==> src/rtl/emsp_defines.vh <==
// Constants and behaviour summary for the external memory strobe pins
// How it works
// - Read strobe low during each external read, high otherwise when driven.
// - Data pins become inputs while read strobe is low; memory drives.
// - Data bus captured into a register at read strobe rising edge.
// - Low read strobe qualifies address, program, data and chip selects.
// - Idle read strobe floats or stays driven per idle drive control bit.
// - Write strobe low on writes; data pins drive the write data.
// - Low write strobe qualifies address and selects; feeds SRAM write enable.
// - Idle write strobe floats or stays driven per idle drive control bit.
// - Chip select zero is program select, low on program memory accesses.
// - Chip select zero floats when idle if drive control selects tristate.
// - Chip select zero resets into program select function, no setup.
// - Software should set idle drive control to one to keep pins driven.
// - Control pull-up disable bit switches off strobe pin pull-ups.
// - Program select pin may serve as port D bit eight GPIO.
// - Clearing port D pull-up bit eight drops program select pull-up.
// - Data memory select low on data accesses, qualified like program.
`ifndef EMSP_DEFINES_VH
`define EMSP_DEFINES_VH
// ----------------------------------------------------------------
// Widths and timing
// ----------------------------------------------------------------
`define EMSP_DATA_W 16
`define EMSP_ADDR_W 17
`define EMSP_NCS 4
`define EMSP_STROBE_CYC 3
`define EMSP_CNT_W 4
`define EMSP_PORTD_BIT 8
`define EMSP_IDLE_DRV_RST 1'b0
`endif

==> src/rtl/emsp_strobe_pins.v <==
// External memory interface strobe, select and data pin logic
`timescale 1ns/100ps
`include "emsp_defines.vh"

module emsp_strobe_pins
#(
   parameter STROBE_CYC = `EMSP_STROBE_CYC
)
(
   input wire clock,
   input wire rstn,
   // Access request from the core
   input wire req_valid,
   input wire req_write,
   input wire req_program,
   input wire [`EMSP_NCS-1:0] req_cs_sel,
   input wire [`EMSP_ADDR_W-1:0] req_addr,
   input wire [`EMSP_DATA_W-1:0] req_wdata,
   output reg req_ready_r,
   output reg rdata_valid_r,
   output reg [`EMSP_DATA_W-1:0] rdata_r,
   // Control bits
   input wire idle_drive_control,
   input wire ctrl_pullup_disable,
   input wire port_d_pullup_bit_eight,
   input wire port_d_bit_eight_gpio_sel,
   input wire port_d_bit_eight_dir_out,
   input wire port_d_bit_eight_out,
   output reg port_d_bit_eight_in_r,
   // Pins
   output reg read_strobe_n_r,
   output reg read_strobe_oe_r,
   output reg write_strobe_n_r,
   output reg write_strobe_oe_r,
   output reg strobe_pullup_en_r,
   input wire program_select_in,
   output reg program_select_n_r,
   output reg program_select_oe_r,
   output reg program_select_pullup_en_r,
   output reg data_memory_select_n_r,
   output reg data_memory_select_oe_r,
   output reg [`EMSP_NCS-1:2] memory_chip_selects_n_r,
   output reg [`EMSP_ADDR_W-1:0] ext_address_bus_r,
   output reg ext_address_oe_r,
   input wire [`EMSP_DATA_W-1:0] ext_data_bus_in,
   output reg [`EMSP_DATA_W-1:0] ext_data_bus_out_r,
   output reg ext_data_bus_oe_r
);

// ----------------------------------------------------------------
// Access state machine
// ----------------------------------------------------------------
localparam ST_IDLE = 3'b001;
localparam ST_RD = 3'b010;
localparam ST_WR = 3'b100;
// Strobe length cut to the counter width on purpose
wire [31:0] last_cyc_full = STROBE_CYC - 1;
wire [`EMSP_CNT_W-1:0] last_cyc = last_cyc_full[`EMSP_CNT_W-1:0];

reg [2:0] state_r;
reg [2:0] state_nxt;
reg [`EMSP_CNT_W-1:0] cnt_r;
reg is_prog_r;
reg [`EMSP_NCS-1:0] cs_r;
reg ps_gpio_r;

wire done = (cnt_r == last_cyc);
wire start = req_valid && req_ready_r;

always @*
begin
   state_nxt = state_r;
   case (state_r)
      ST_IDLE:
      begin
         if (start)
            state_nxt = req_write ? ST_WR : ST_RD;
      end
      ST_RD:
      begin
         if (done)
            state_nxt = ST_IDLE;
      end
      ST_WR:
      begin
         if (done)
            state_nxt = ST_IDLE;
      end
      default:
         state_nxt = ST_IDLE;
   endcase
end

wire go_rd = (state_nxt == ST_RD);
wire go_wr = (state_nxt == ST_WR);
wire go_act = go_rd || go_wr;
// Pins held driven when bus active or drive control set
wire drive = go_act || idle_drive_control;

// ----------------------------------------------------------------
// Select decoding
// ----------------------------------------------------------------
// Space of the access: the new request wins over the one held
function sel_program;
   input take;
   input req_prog;
   input held_prog;
   begin
      sel_program = take ? req_prog : held_prog;
   end
endfunction

// Upper chip selects follow the request's select bits
wire [`EMSP_NCS-1:2] cs_hit;
genvar gi;

generate
   for (gi = 2; gi < `EMSP_NCS; gi = gi + 1)
   begin : g_cs_hit
      assign cs_hit[gi] = go_act && (start ? req_cs_sel[gi] : cs_r[gi]);
   end
endgenerate

// ----------------------------------------------------------------
// Sequencer registers
// ----------------------------------------------------------------
always @(posedge clock or negedge rstn)
begin
   if (!rstn)
   begin
      state_r <= ST_IDLE;
      cnt_r <= {`EMSP_CNT_W{1'b0}};
   end
   else
   begin
      state_r <= state_nxt;
      if ((state_r != state_nxt) || (state_r == ST_IDLE))
         cnt_r <= {`EMSP_CNT_W{1'b0}};
      else
         cnt_r <= cnt_r + 1'b1;
   end
end

// ----------------------------------------------------------------
// Request capture
// ----------------------------------------------------------------
// Address and write data held for the whole strobe window
always @(posedge clock or negedge rstn)
begin
   if (!rstn)
   begin
      req_ready_r <= 1'b0;
      is_prog_r <= 1'b1;
      cs_r <= {`EMSP_NCS{1'b0}};
      ext_address_bus_r <= {`EMSP_ADDR_W{1'b0}};
      ext_data_bus_out_r <= {`EMSP_DATA_W{1'b0}};
   end
   else
   begin
      req_ready_r <= (state_nxt == ST_IDLE) && !start;
      if (start)
      begin
         is_prog_r <= req_program;
         cs_r <= req_cs_sel;
         ext_address_bus_r <= req_addr;
         ext_data_bus_out_r <= req_wdata;
      end
   end
end

// Capture at strobe rising edge, the end of the read
always @(posedge clock or negedge rstn)
begin
   if (!rstn)
   begin
      rdata_valid_r <= 1'b0;
      rdata_r <= {`EMSP_DATA_W{1'b0}};
   end
   else
   begin
      rdata_valid_r <= (state_r == ST_RD) && done;
      if ((state_r == ST_RD) && done)
         rdata_r <= ext_data_bus_in;
   end
end

// ----------------------------------------------------------------
// Strobe pins
// ----------------------------------------------------------------
// Strobes exclusive: one-hot state decides
always @(posedge clock or negedge rstn)
begin
   if (!rstn)
   begin
      read_strobe_n_r <= 1'b1;
      write_strobe_n_r <= 1'b1;
   end
   else
   begin
      read_strobe_n_r <= !go_rd;
      write_strobe_n_r <= !go_wr;
   end
end

always @(posedge clock or negedge rstn)
begin
   if (!rstn)
   begin
      read_strobe_oe_r <= 1'b0;
      write_strobe_oe_r <= 1'b0;
      strobe_pullup_en_r <= 1'b1;
   end
   else
   begin
      read_strobe_oe_r <= drive;
      write_strobe_oe_r <= drive;
      strobe_pullup_en_r <= !ctrl_pullup_disable;
   end
end

// Data bus input while read, driven only while writing
always @(posedge clock or negedge rstn)
begin
   if (!rstn)
   begin
      ext_data_bus_oe_r <= 1'b0;
      ext_address_oe_r <= 1'b0;
   end
   else
   begin
      ext_data_bus_oe_r <= go_wr;
      ext_address_oe_r <= drive;
   end
end

// ----------------------------------------------------------------
// Select pins
// ----------------------------------------------------------------
// Pin function switch lags one cycle; no glitch mid-access intended
always @(posedge clock or negedge rstn)
begin
   if (!rstn)
   begin
      ps_gpio_r <= 1'b0;
      port_d_bit_eight_in_r <= 1'b0;
      program_select_pullup_en_r <= 1'b1;
   end
   else
   begin
      ps_gpio_r <= port_d_bit_eight_gpio_sel;
      port_d_bit_eight_in_r <= program_select_in;
      program_select_pullup_en_r <= port_d_pullup_bit_eight;
   end
end

// Selects asserted only inside a strobe window, save program select in GPIO use
always @(posedge clock or negedge rstn)
begin
   if (!rstn)
   begin
      program_select_n_r <= 1'b1;
      program_select_oe_r <= 1'b0;
   end
   else if (ps_gpio_r)
   begin
      program_select_n_r <= port_d_bit_eight_out;
      program_select_oe_r <= port_d_bit_eight_dir_out;
   end
   else
   begin
      program_select_n_r <= !(go_act &&
         sel_program(start, req_program, is_prog_r));
      program_select_oe_r <= drive;
   end
end

always @(posedge clock or negedge rstn)
begin
   if (!rstn)
   begin
      data_memory_select_n_r <= 1'b1;
      data_memory_select_oe_r <= 1'b0;
   end
   else
   begin
      data_memory_select_n_r <= !(go_act &&
         !sel_program(start, req_program, is_prog_r));
      data_memory_select_oe_r <= drive;
   end
end

// Upper chip selects always driven, high outside accesses
always @(posedge clock or negedge rstn)
begin
   if (!rstn)
   begin
      memory_chip_selects_n_r <= {(`EMSP_NCS-2){1'b1}};
   end
   else
   begin
      memory_chip_selects_n_r <= ~cs_hit;
   end
end

endmodule // emsp_strobe_pins

==> config.mk <==
export PLATFORM = sky130hd
export DESIGN_NAME = emsp_strobe_pins
export DESIGN_NICKNAME = d
export VERILOG_FILES = /design/src/rtl/emsp_strobe_pins.v
export VERILOG_INCLUDE_DIRS = /design/src /design/src/rtl
export SDC_FILE = /design/constraint.sdc
export NUM_CORES = 1
export LEC_CHECK = 0
export BUFFER_PORTS_ARGS = -buffer_cell sky130_fd_sc_hd__buf_2
export CAP_MARGIN = 20
export CORE_MARGIN = 1
export CORE_UTILIZATION = 48
export CTS_BUF_LIST = sky130_fd_sc_hd__clkbuf_8
export CTS_CLUSTER_DIAMETER = 50
export DETAILED_ROUTE_END_ITERATION = 10
export GPL_TIMING_DRIVEN = 0
export HOLD_SLACK_MARGIN = 0.08
export PLACE_DENSITY = 0.79
export REMOVE_ABC_BUFFERS = 1
export SETUP_SLACK_MARGIN = 0.3
export SLEW_MARGIN = 20
export SYNTH_ARGS = -nofsm -noshare
export SYNTH_HDL_FRONTEND = slang
export SYNTH_SLANG_ARGS = --single-unit
==> constraint.sdc <==
create_clock -name clock -period 2.05 [get_ports clock]
set_input_delay 0.1025 -clock clock [delete_from_list [all_inputs] [get_ports clock]]
set_output_delay 0.1025 -clock clock [all_outputs]
set_load 0.005 [all_outputs]
==> impl_metrics.json, run 1 <==
{
  "portBuffers": 128,
  "ys.flop_type": "dfrtp_1",
  "multi_input_comb_area_um2": 906,
  "antennaDiodeCount": 0,
  "seqCellArea_mm2": 0.00186,
  "crit_slowest_cell": "dfrtp_1",
  "syn_avg_cell_area_um2": 15.9,
  "switchingPower_mw": 1.18,
  "htree_levels": 3,
  "timing_hold_violations_final": 0,
  "critPathKind": "reg -> reg",
  "drt_first_iter_violations": 74,
  "via_count": 2144,
  "gp_congestion": 0.738,
  "dr.pass1.iters": 4,
  "drt-total-wl_um": 6790,
  "p_per_area_mw_per_mm2": 1010,
  "antenna_found_initial": 0,
  "hp-class": "in -> reg",
  "slew_violations": 0,
  "path_max_fanout": 17,
  "core_region_area_mm2": 0.00561,
  "cts_sinks": 74,
  "io-pin-count": 131,
  "p_leak_nw": 2.19,
  "fmax_mhz": 589,
  "ys_ff_latch": 74,
  "max_slew_margin_pct": 68.8,
  "p_clk_share_pct": 29.0,
  "synthArstFlopShare_pct": 100,
  "vias_per_cell": 4.78,
  "end_kind": "register",
  "dieArea_mm2": 0.00622,
  "ant_nets": 0,
  "placementRows": 27,
  "final_cell_area_mm2": 0.00443,
  "ir_worst_vdd_mv": 0.603,
  "initial_core_util_pct": 50.6,
  "grt_pass1_vias": 2262,
  "grt_usage_pct": 23.7,
  "cts_buffers": 9,
  "p_sw_share_pct": 26.3,
  "cp_cell_sequence": "inv_1 > ha_1 > nor3b_4 > nand4b_4 > buf_12 > mux2_4",
  "root_buffer": "clkbuf_8",
  "grt_max_degree": 41,
  "r2r_setup_slack_ns": 0.35,
  "drc": 0,
  "slowest_delay_ns": 0.41,
  "skew_ns": 0.00776,
  "seq_area_frac_synth_pct": 65.8,
  "combPwrFrac_pct": 25.5,
  "synth.distinct_cells": 32,
  "overflow": 0,
  "syn_to_final_growth_pct": 56.3,
  "fin_crit_sh_pct": 82.8,
  "dpl_cell_area_mm2": 0.00356,
  "yosys_warnings": 0,
  "synth_edf_count": 0,
  "die_h_um": 78.9,
  "worst_skew_pair.late_latency_ns": 0.33,
  "mostFrequentLayoutCells": "buf_2, dfrtp_1, dlygate4sd3_1",
  "intPower_mw": 3.31,
  "rsz0062_at_grt": "yes",
  "tightestPinTransition_ns": 0.466,
  "arrival_ns": 1.92,
  "synth_cells": 178,
  "fill_cells": 349,
  "wire_per_inst_um": 15.1,
  "final_common_cell": "buf_2",
  "finalPower_mw": 4.48,
  "cts_buffer_depth": 2,
  "dieWidth_um": 78.9,
  "pwr-share-seq_pct": 45.5,
  "period_minus_slack_ns": 1.70,
  "maxCapViolCount": 0,
  "clk_pin_slew_ns": 0.08,
  "finalSetupTns_ns": 0,
  "nets": 439,
  "hpwl_um": 3970,
  "critPathRequiredTime_ns": 2.27,
  "outcome": "finished, final reports clean",
  "finalSetupViolCount": 0,
  "crit_path_start_kind": "register",
  "grt_pass1_wl_um": 10900,
  "layout-drive-gt1-share_pct": 57.3,
  "syn_area_mm2": 0.00284,
  "cts_tree": "yes"
}
==> flip-flops by register name, summed over array words and instances, names as in the netlist, 2 cells and up <==
register,cells
memory_chip_selects_n_r,2
cnt_r,4
state_r,3
rdata_r,16
ext_data_bus_out_r,16
ext_address_bus_r,17
cs_r,2
==> path summary, 6_finish.rpt <==
check | start | end | depth (start not counted)
setup reg to reg | cnt_r[0] | rdata_r[6] | 6
setup / recovery | cnt_r[0] | rdata_r[6] | 6
max in group asynchronous | rstn | memory_chip_selects_n_r[2] | 3
hold reg to reg | cnt_r[0] | cnt_r[0] | 1
min in group asynchronous | rstn | rdata_r[14] | 2
hold / removal | req_write | state_r[2] | 3
==> area by class of cell <==
type                       instances  share of cell area (%)
tap                               72                    2.03
clock inverter                     4                    1.64
timing repair buffer             191                    29.6
clock buffer                      12                    3.73
inverter                           6                   0.508
sequential                        74                    42.1
multi-input combinational         90                    20.4
==> synthesized netlist by cell type (2+ instances only) <==
| cell type | count | area [um^2] |
|---|---|---|
| nand2_1 | 4 | 15.0 |
| nand3_1 | 3 | 15.0 |
| mux2_2 | 42 | 473 |
| dfrtp_1 | 64 | 1600 |
| mux2_4 | 9 | 135 |
| xnor2_1 | 2 | 17.5 |
| nor2_1 | 7 | 26.3 |
| a21oi_1 | 3 | 15.0 |
| inv_1 | 5 | 18.8 |
| buf_4 | 4 | 30.0 |
| ha_1 | 2 | 25.0 |
| dfstp_2 | 10 | 263 |
| or2_2 | 2 | 12.5 |
| buf_2 | 3 | 15.0 |
==> logic make-up after synthesis <==
kind of cell / after synthesis / share of synthesized area (%)
and+or+nand+nor: 26 / 5.87
adders and majority gates: 2 / 0.882
xor gates and xnor gates: 3 / 0.927
AOI/OAI and AO/OA: 7 / 1.99
buffers and inverters: 14 / 2.78
muxes: 52 / 21.8
DFF: 74 / 65.8
==> worst max-delay path, delay by kind of cell, from the launching register on <==
| kind | cells | cell delay (ns) |
|---|---|---|
| DFF | 1 | 0.41 |
| adders and majority gates | 1 | 0.15 |
| muxes | 1 | 0.30 |
| buffers and inverters | 2 | 0.25 |
| and+or+nand+nor | 2 | 0.47 |
==> stage by stage <==
| step | util (%) | cells | hold slack, ns | setup WS [ns] |
|---|---|---|---|---|
| 2_1_floorplan | - | 170 | -0.193 | 0.260 |
| 3_3_place_gp | 62.6 | 370 | 0.208 | -0.196 |
| 3_5_place_dp | 63.5 | 372 | 0.0843 | 0.213 |
| 4_1_cts | 78.8 | 449 | 0.0918 | 0.350 |
| 5_1_grt | 79.0 | 449 | 0.113 | 0.267 |
| 6_report | 79.0 | 449 | 0.118 | 0.352 |
==> metal layers <==
layer | track usage [%] | share of wire, % | vias to the layer above
li1 | - | - | 995
met1 | 26.1 | 38 | 1055
met2 | 42.4 | 54 | 77
met3 | 5.29 | 4.5 | 17
met4 | 12.7 | 2.9 | 0
met5 | 0 | 0 | -
==> power by group through the flow <==
stage / Clock, mW / Combinational, mW / Sequential (mW)
after global routing: 1.38 / 1.24 / 2.09
after detailed placement: 0 / 1.03 / 2.06
after global placement: 0 / 0.982 / 2.03
final: 1.30 / 1.14 / 2.04
after CTS: 1.32 / 1.12 / 2.03
after floorplan: 0 / 0.470 / 2.08
==> repair_timing <==
action / 4_1_cts / 5_1_grt
cloned: 0 / 0
pin swaps: 1 / 0
setup endpoints to repair: 16 / 1
hold endpoints to repair: 96 / 0
setup buffers: 1 / 0
hold buffers: 60 / 0
resized for setup: 0 / 1
Power figures use the tool's default switching activity.
==> inputs of run 2 (changes only) <==
==> constraint.sdc (replaced) <==
create_clock -name clock -period 1.65 [get_ports clock]
set_input_delay 0.0825 -clock clock [delete_from_list [all_inputs] [get_ports clock]]
set_output_delay 0.0825 -clock clock [all_outputs]
set_load 0.005 [all_outputs]
==> run 2 against run 1 <==
- the run now ends with setup timing left
- first-iteration DRC count decreased by 4.1%
- sequential share of layout area decreased by 1.6 points
- wire length increased by 9.3%
==> impl_metrics.json, run 2 (synthesis gave the netlist of run 1 again) <==
{
  "timing_hold_violations_final": 0,
  "post-route-util_pct": 82.1,
  "fin_crit_sh_pct": 102,
  "tightestPinTransition_ns": 0.455,
  "timing.final.ws_setup_ns": -0.0324,
  "p_per_area_mw_per_mm2": 1250,
  "skew_ns": 0.00823,
  "top_regs": "ext_address_bus_r x17, ext_data_bus_out_r x16, rdata_r x16",
  "drc": 0,
  "cts_buffer_depth": 2,
  "grt_max_degree": 41,
  "layout-drive-gt1-share_pct": 60.5,
  "ir_worst_vdd_mv": 0.754,
  "violations": "setup timing",
  "htree_levels": 3,
  "cts_buffers": 9,
  "die_h_um": 78.9,
  "initial_core_util_pct": 50.6,
  "drt-total-wl_um": 7430,
  "dieWidth_um": 78.9,
  "final_cell_area_mm2": 0.00460,
  "crit_buf_inv": 3,
  "end_kind": "register",
  "slew_violations": 0,
  "largest-register": "ext_address_bus_r",
  "ant_nets": 0,
  "vias_per_cell": 4.80,
  "hpwl_um": 3970,
  "antenna_found_initial": 1,
  "grt_usage_pct": 25.3,
  "mostFrequentLayoutCells": "buf_2, dfrtp_1, dlygate4sd3_1",
  "path_max_fanout": 4,
  "maxCapViolCount": 0,
  "drt_first_iter_violations": 71,
  "critPathKind": "reg -> reg",
  "dr.pass1.iters": 4,
  "fmax_mhz": 594,
  "hp-class": "in -> reg",
  "crit_slowest_cell": "dfrtp_1",
  "outcome": "finished with violations",
  "dpl_cell_area_mm2": 0.00356,
  "placementRows": 27,
  "portBuffers": 128,
  "final_common_cell": "buf_2",
  "core_region_area_mm2": 0.00561,
  "slowest_delay_ns": 0.38,
  "max_slew_margin_pct": 69.7,
  "critical_path.top_delay_family": "compound AO/OA/AOI/OAI gates",
  "worst_skew_pair.late_latency_ns": 0.33,
  "root_buffer": "clkbuf_8",
  "timing.critical_path.mode_cell": "inv_2",
  "via_count": 2208,
  "largest_register_ffs": 17,
  "arrival_ns": 1.95,
  "rsz0062_at_grt": "yes",
  "gp_congestion": 0.738,
  "grt_pass1_vias": 2399,
  "grt_pass1_wl_um": 11600,
  "clk_pin_slew_ns": 0.08,
  "crit_path_start_kind": "register",
  "dieArea_mm2": 0.00622,
  "period_minus_slack_ns": 1.68,
  "io-pin-count": 131,
  "cp_cell_sequence": "inv_2 > ha_4 > nor3b_4 > buf_4 > o32ai_4 > inv_2 > o31a_1",
  "wire_per_inst_um": 16.1,
  "finalSetupViolCount": 3,
  "overflow": 0,
  "syn_to_final_growth_pct": 62.3,
  "p_leak_nw": 2.25,
  "cts_sinks": 74,
  "nets": 449,
  "critPathRequiredTime_ns": 1.91,
  "cts_tree": "yes"
}
-- run 2: cell type report --
cell class                 instances  area, um^2
clock buffer                      12         165
tap                               72        90.1
sequential                        74        1860
fill                             313        1010
timing repair buffer             201        1420
multi-input combinational         90         961
clock inverter                     4        72.6
antenna                            1        2.50
inverter                           6        27.5
-- run 2: where the power goes --
group | internal, mW | switching (mW) | leakage [nW]
registers | 2.29 | 0.259 | 0.866
clock network | 0.974 | 0.654 | 0.119
logic | 0.924 | 0.637 | 1.27
total | 4.19 | 1.55 | 2.25
-- run 2: final timing paths --
kind,slack [ns],startpoint,cells past startpoint,end
min in group asynchronous,0.27,rstn,2,rdata_r[14]
hold / removal,0.15,req_valid,3,req_ready_r
hold reg to reg,0.50,ext_address_bus_r[7],1,ext_address_bus_r[7]
max in group asynchronous,0.75,rstn,3,memory_chip_selects_n_r[2]
setup reg to reg,-0.03,cnt_r[0],7,program_select_n_r
setup / recovery,-0.03,cnt_r[0],7,program_select_n_r
-- run 2: metal layers --
metal	GRT usage (%)	share of wire [%]
met5	0	0
met4	15.6	5.1
met3	5.29	4.3
met2	45.1	53
met1	27.5	37
-- run 2: per-stage QoR --
stage | setup WS [ns] | TNS (ns) | power [mW] | hold slack (ns) | std cells
3_5_place_dp | -0.187 | -2.80 | 3.83 | 0.0643 | 372
2_1_floorplan | -0.140 | -3.41 | 3.17 | -0.213 | 170
6_report | -0.0324 | -0.0393 | 5.74 | 0.151 | 460
3_3_place_gp | -0.596 | -20.43 | 3.74 | 0.188 | 370
4_1_cts | 0.00812 | 0 | 5.65 | 0.225 | 455
5_1_grt | -0.0842 | -0.705 | 6.02 | 0.142 | 460
-- run 2: worst min-delay path, stage by stage --
cell     delay (ns)
buf_2          0.14
nand2_8        0.09
and2_1         0.13
-- run 2: what timing repair did --
action | in CTS | in global routing
setup buffers | 5 | 4
hold endpoints to repair | 98 | 0
setup endpoints to repair | 55 | 44
pin swaps | 4 | 2
cloned | 1 | 0
resized for setup | 8 | 10
hold buffers | 61 | 0
==> inputs of run 3 (changes only) <==
--- a/config.mk
+++ b/config.mk
@@ -8,6 +8,7 @@
 export LEC_CHECK = 0
 export BUFFER_PORTS_ARGS = -buffer_cell sky130_fd_sc_hd__buf_2
 export CAP_MARGIN = 20
+export CORE_ASPECT_RATIO = 2
 export CORE_MARGIN = 1
 export CORE_UTILIZATION = 48
 export CTS_BUF_LIST = sky130_fd_sc_hd__clkbuf_8
==> run 3 against run 2 <==
- the flow now finishes without violations
- critical path type unchanged
- sequential share of layout area increased by 0.14 points
- critical endpoint is now rdata_r[3]
- highest routed layer unchanged
- final cell count decreased by 1.7%
- via count about the same
- clock skew decreased by 0.00073 ns
- register-to-register slack improved by 0.05 ns
==> impl_metrics.json, run 3 (synthesis gave the netlist of run 1 again) <==
{
  "nets": 452,
  "finalSetupTns_ns": 0,
  "tightestPinTransition_ns": 0.316,
  "grt_usage_pct": 24.5,
  "r2r-end": "rdata_r[3]",
  "crit_path_start_kind": "register",
  "hp-class": "in -> async",
  "clk_pin_slew_ns": 0.08,
  "p_leak_nw": 2.28,
  "p_sw_share_pct": 27.7,
  "intPower_mw": 3.99,
  "largest-register": "ext_address_bus_r",
  "htree_levels": 3,
  "dpl_cell_area_mm2": 0.00355,
  "period_minus_slack_ns": 1.64,
  "grt_pass1_vias": 2387,
  "worst_skew_pair.late_latency_ns": 0.35,
  "largest_register_ffs": 17,
  "grt_max_degree": 58,
  "p_per_area_mw_per_mm2": 1200,
  "drt_first_iter_violations": 77,
  "fmax_mhz": 611,
  "critPathKind": "reg -> reg",
  "final_common_cell": "buf_2",
  "drt-total-wl_um": 7330,
  "initial_core_util_pct": 49.7,
  "dr.pass1.iters": 4,
  "grt_pass1_wl_um": 11400,
  "vias_per_cell": 4.89,
  "path_max_fanout": 4,
  "root_buffer": "clkbuf_8",
  "dieWidth_um": 56.3,
  "cts_buffer_depth": 2,
  "finalSetupViolCount": 0,
  "slew_violations": 0,
  "hpwl_um": 4300,
  "skew_ns": 0.00751,
  "mostFrequentLayoutCells": "buf_2, dfrtp_1, dlygate4sd3_1",
  "slowest_delay_ns": 0.39,
  "ir_worst_vdd_mv": 1.14,
  "rsz0062_at_grt": "yes",
  "maxCapViolCount": 0,
  "pwr-share-seq_pct": 46.2,
  "fin_crit_sh_pct": 99.2,
  "p_clk_share_pct": 24.9,
  "cts_buffers": 9,
  "die_h_um": 111,
  "critPathRequiredTime_ns": 1.89,
  "switchingPower_mw": 1.53,
  "dieArea_mm2": 0.00624,
  "arrival_ns": 1.87,
  "layout-drive-gt1-share_pct": 61.3,
  "combPwrFrac_pct": 28.8,
  "gp_congestion": 0.736,
  "ant_nets": 0,
  "cts_tree": "yes",
  "top_regs": "ext_address_bus_r x17, ext_data_bus_out_r x16, rdata_r x16",
  "placementRows": 39,
  "timing_hold_violations_final": 0,
  "end_kind": "register",
  "antenna_found_initial": 0,
  "fill_cells": 320,
  "drc": 0,
  "wire_per_inst_um": 16.2,
  "crit_slowest_cell": "dfrtp_1",
  "overflow": 0,
  "cts_sinks": 74,
  "r2r_setup_slack_ns": 0.01,
  "syn_to_final_growth_pct": 61.7,
  "r2r_cells": 6,
  "outcome": "finished, final reports clean",
  "final_cell_area_mm2": 0.00459,
  "portBuffers": 128,
  "reg2reg_from": "cnt_r[0]",
  "core_region_area_mm2": 0.00571,
  "io-pin-count": 131,
  "via_count": 2210,
  "max_slew_margin_pct": 78.9,
  "cp_cell_sequence": "inv_2 > ha_4 > nor3b_4 > nand4b_4 > clkbuf_16 > mux2_4"
}
run 3: power groups by stage:
stage | Clock [mW] | Sequential, mW | Combinational (mW)
floorplan | 0 | 2.58 | 0.584
global placement | 0 | 2.52 | 1.23
detailed placement | 0 | 2.56 | 1.28
CTS | 1.41 | 2.53 | 1.51
global route | 1.49 | 2.59 | 1.72
finish | 1.37 | 2.55 | 1.59
run 3: through the flow:
| step | instances | utilization (%) | power [mW] | hold WS (ns) | worst slack [ns] |
|---|---|---|---|---|---|
| finish | 452 | 80.3 | 5.52 | 0.146 | 0.0129 |
| global route | 451 | 80.3 | 5.80 | 0.160 | -0.0265 |
| CTS | 447 | 78.9 | 5.45 | 0.132 | 0.00263 |
| detailed placement | 361 | 62.2 | 3.84 | -0.0200 | -0.179 |
| global placement | 359 | 61.2 | 3.75 | 0.188 | -0.558 |
| floorplan | 170 | - | 3.17 | -0.213 | -0.140 |
run 3: how the worst max path moves through the flow:
stage,start,to,slack (ns)
final,cnt_r[0],rdata_r[3],0.01
after global routing,cnt_r[0],rdata_r[3],-0.03
after CTS,cnt_r[0],rdata_r[1],0.003
after detailed placement,cnt_r[0],rdata_r[5],-0.18
after global placement,req_ready_r,program_select_n_r,-0.56
after floorplan,req_ready_r,program_select_n_r,-0.14
run 3: routing by layer:
layer  global-route usage [%]  part of all wire (%)
met3                     6.53                   4.3
met4                     15.1                   4.7
met2                     42.1                    54
met5                        0                     0
met1                     26.0                    37
run 3: cell type report:
type                    instances  area (um^2)  share of cell area (%)
diodes                          1         2.50                  0.0546
flip-flops and latches         74         1860                    40.7
clock inverters                 2         8.76                   0.191
clock buffers                  14          193                    4.20
repair buffers                204         1450                    31.6
inverters                       6         22.5                   0.491
multi-input cells              90          968                    21.1
well taps                      61         76.3                    1.66
run 3: critical path, delay by kind of cell (launching register included):
family | cells | cell delay (ns)
buf+inv | 2 | 0.28
mux | 1 | 0.30
simple gates | 2 | 0.43
fa+ha+maj | 1 | 0.12
flops | 1 | 0.39
run 3: what timing repair did:
action / 4_1_cts / 5_1_grt
pin swaps: 5 / 4
gates resized for setup: 10 / 11
hold buffers: 61 / 0
endpoints found under the setup margin: 62 / 40
buffers inserted: 8 / 3
hold endpoints to repair: 130 / 0
gates cloned: 1 / 1
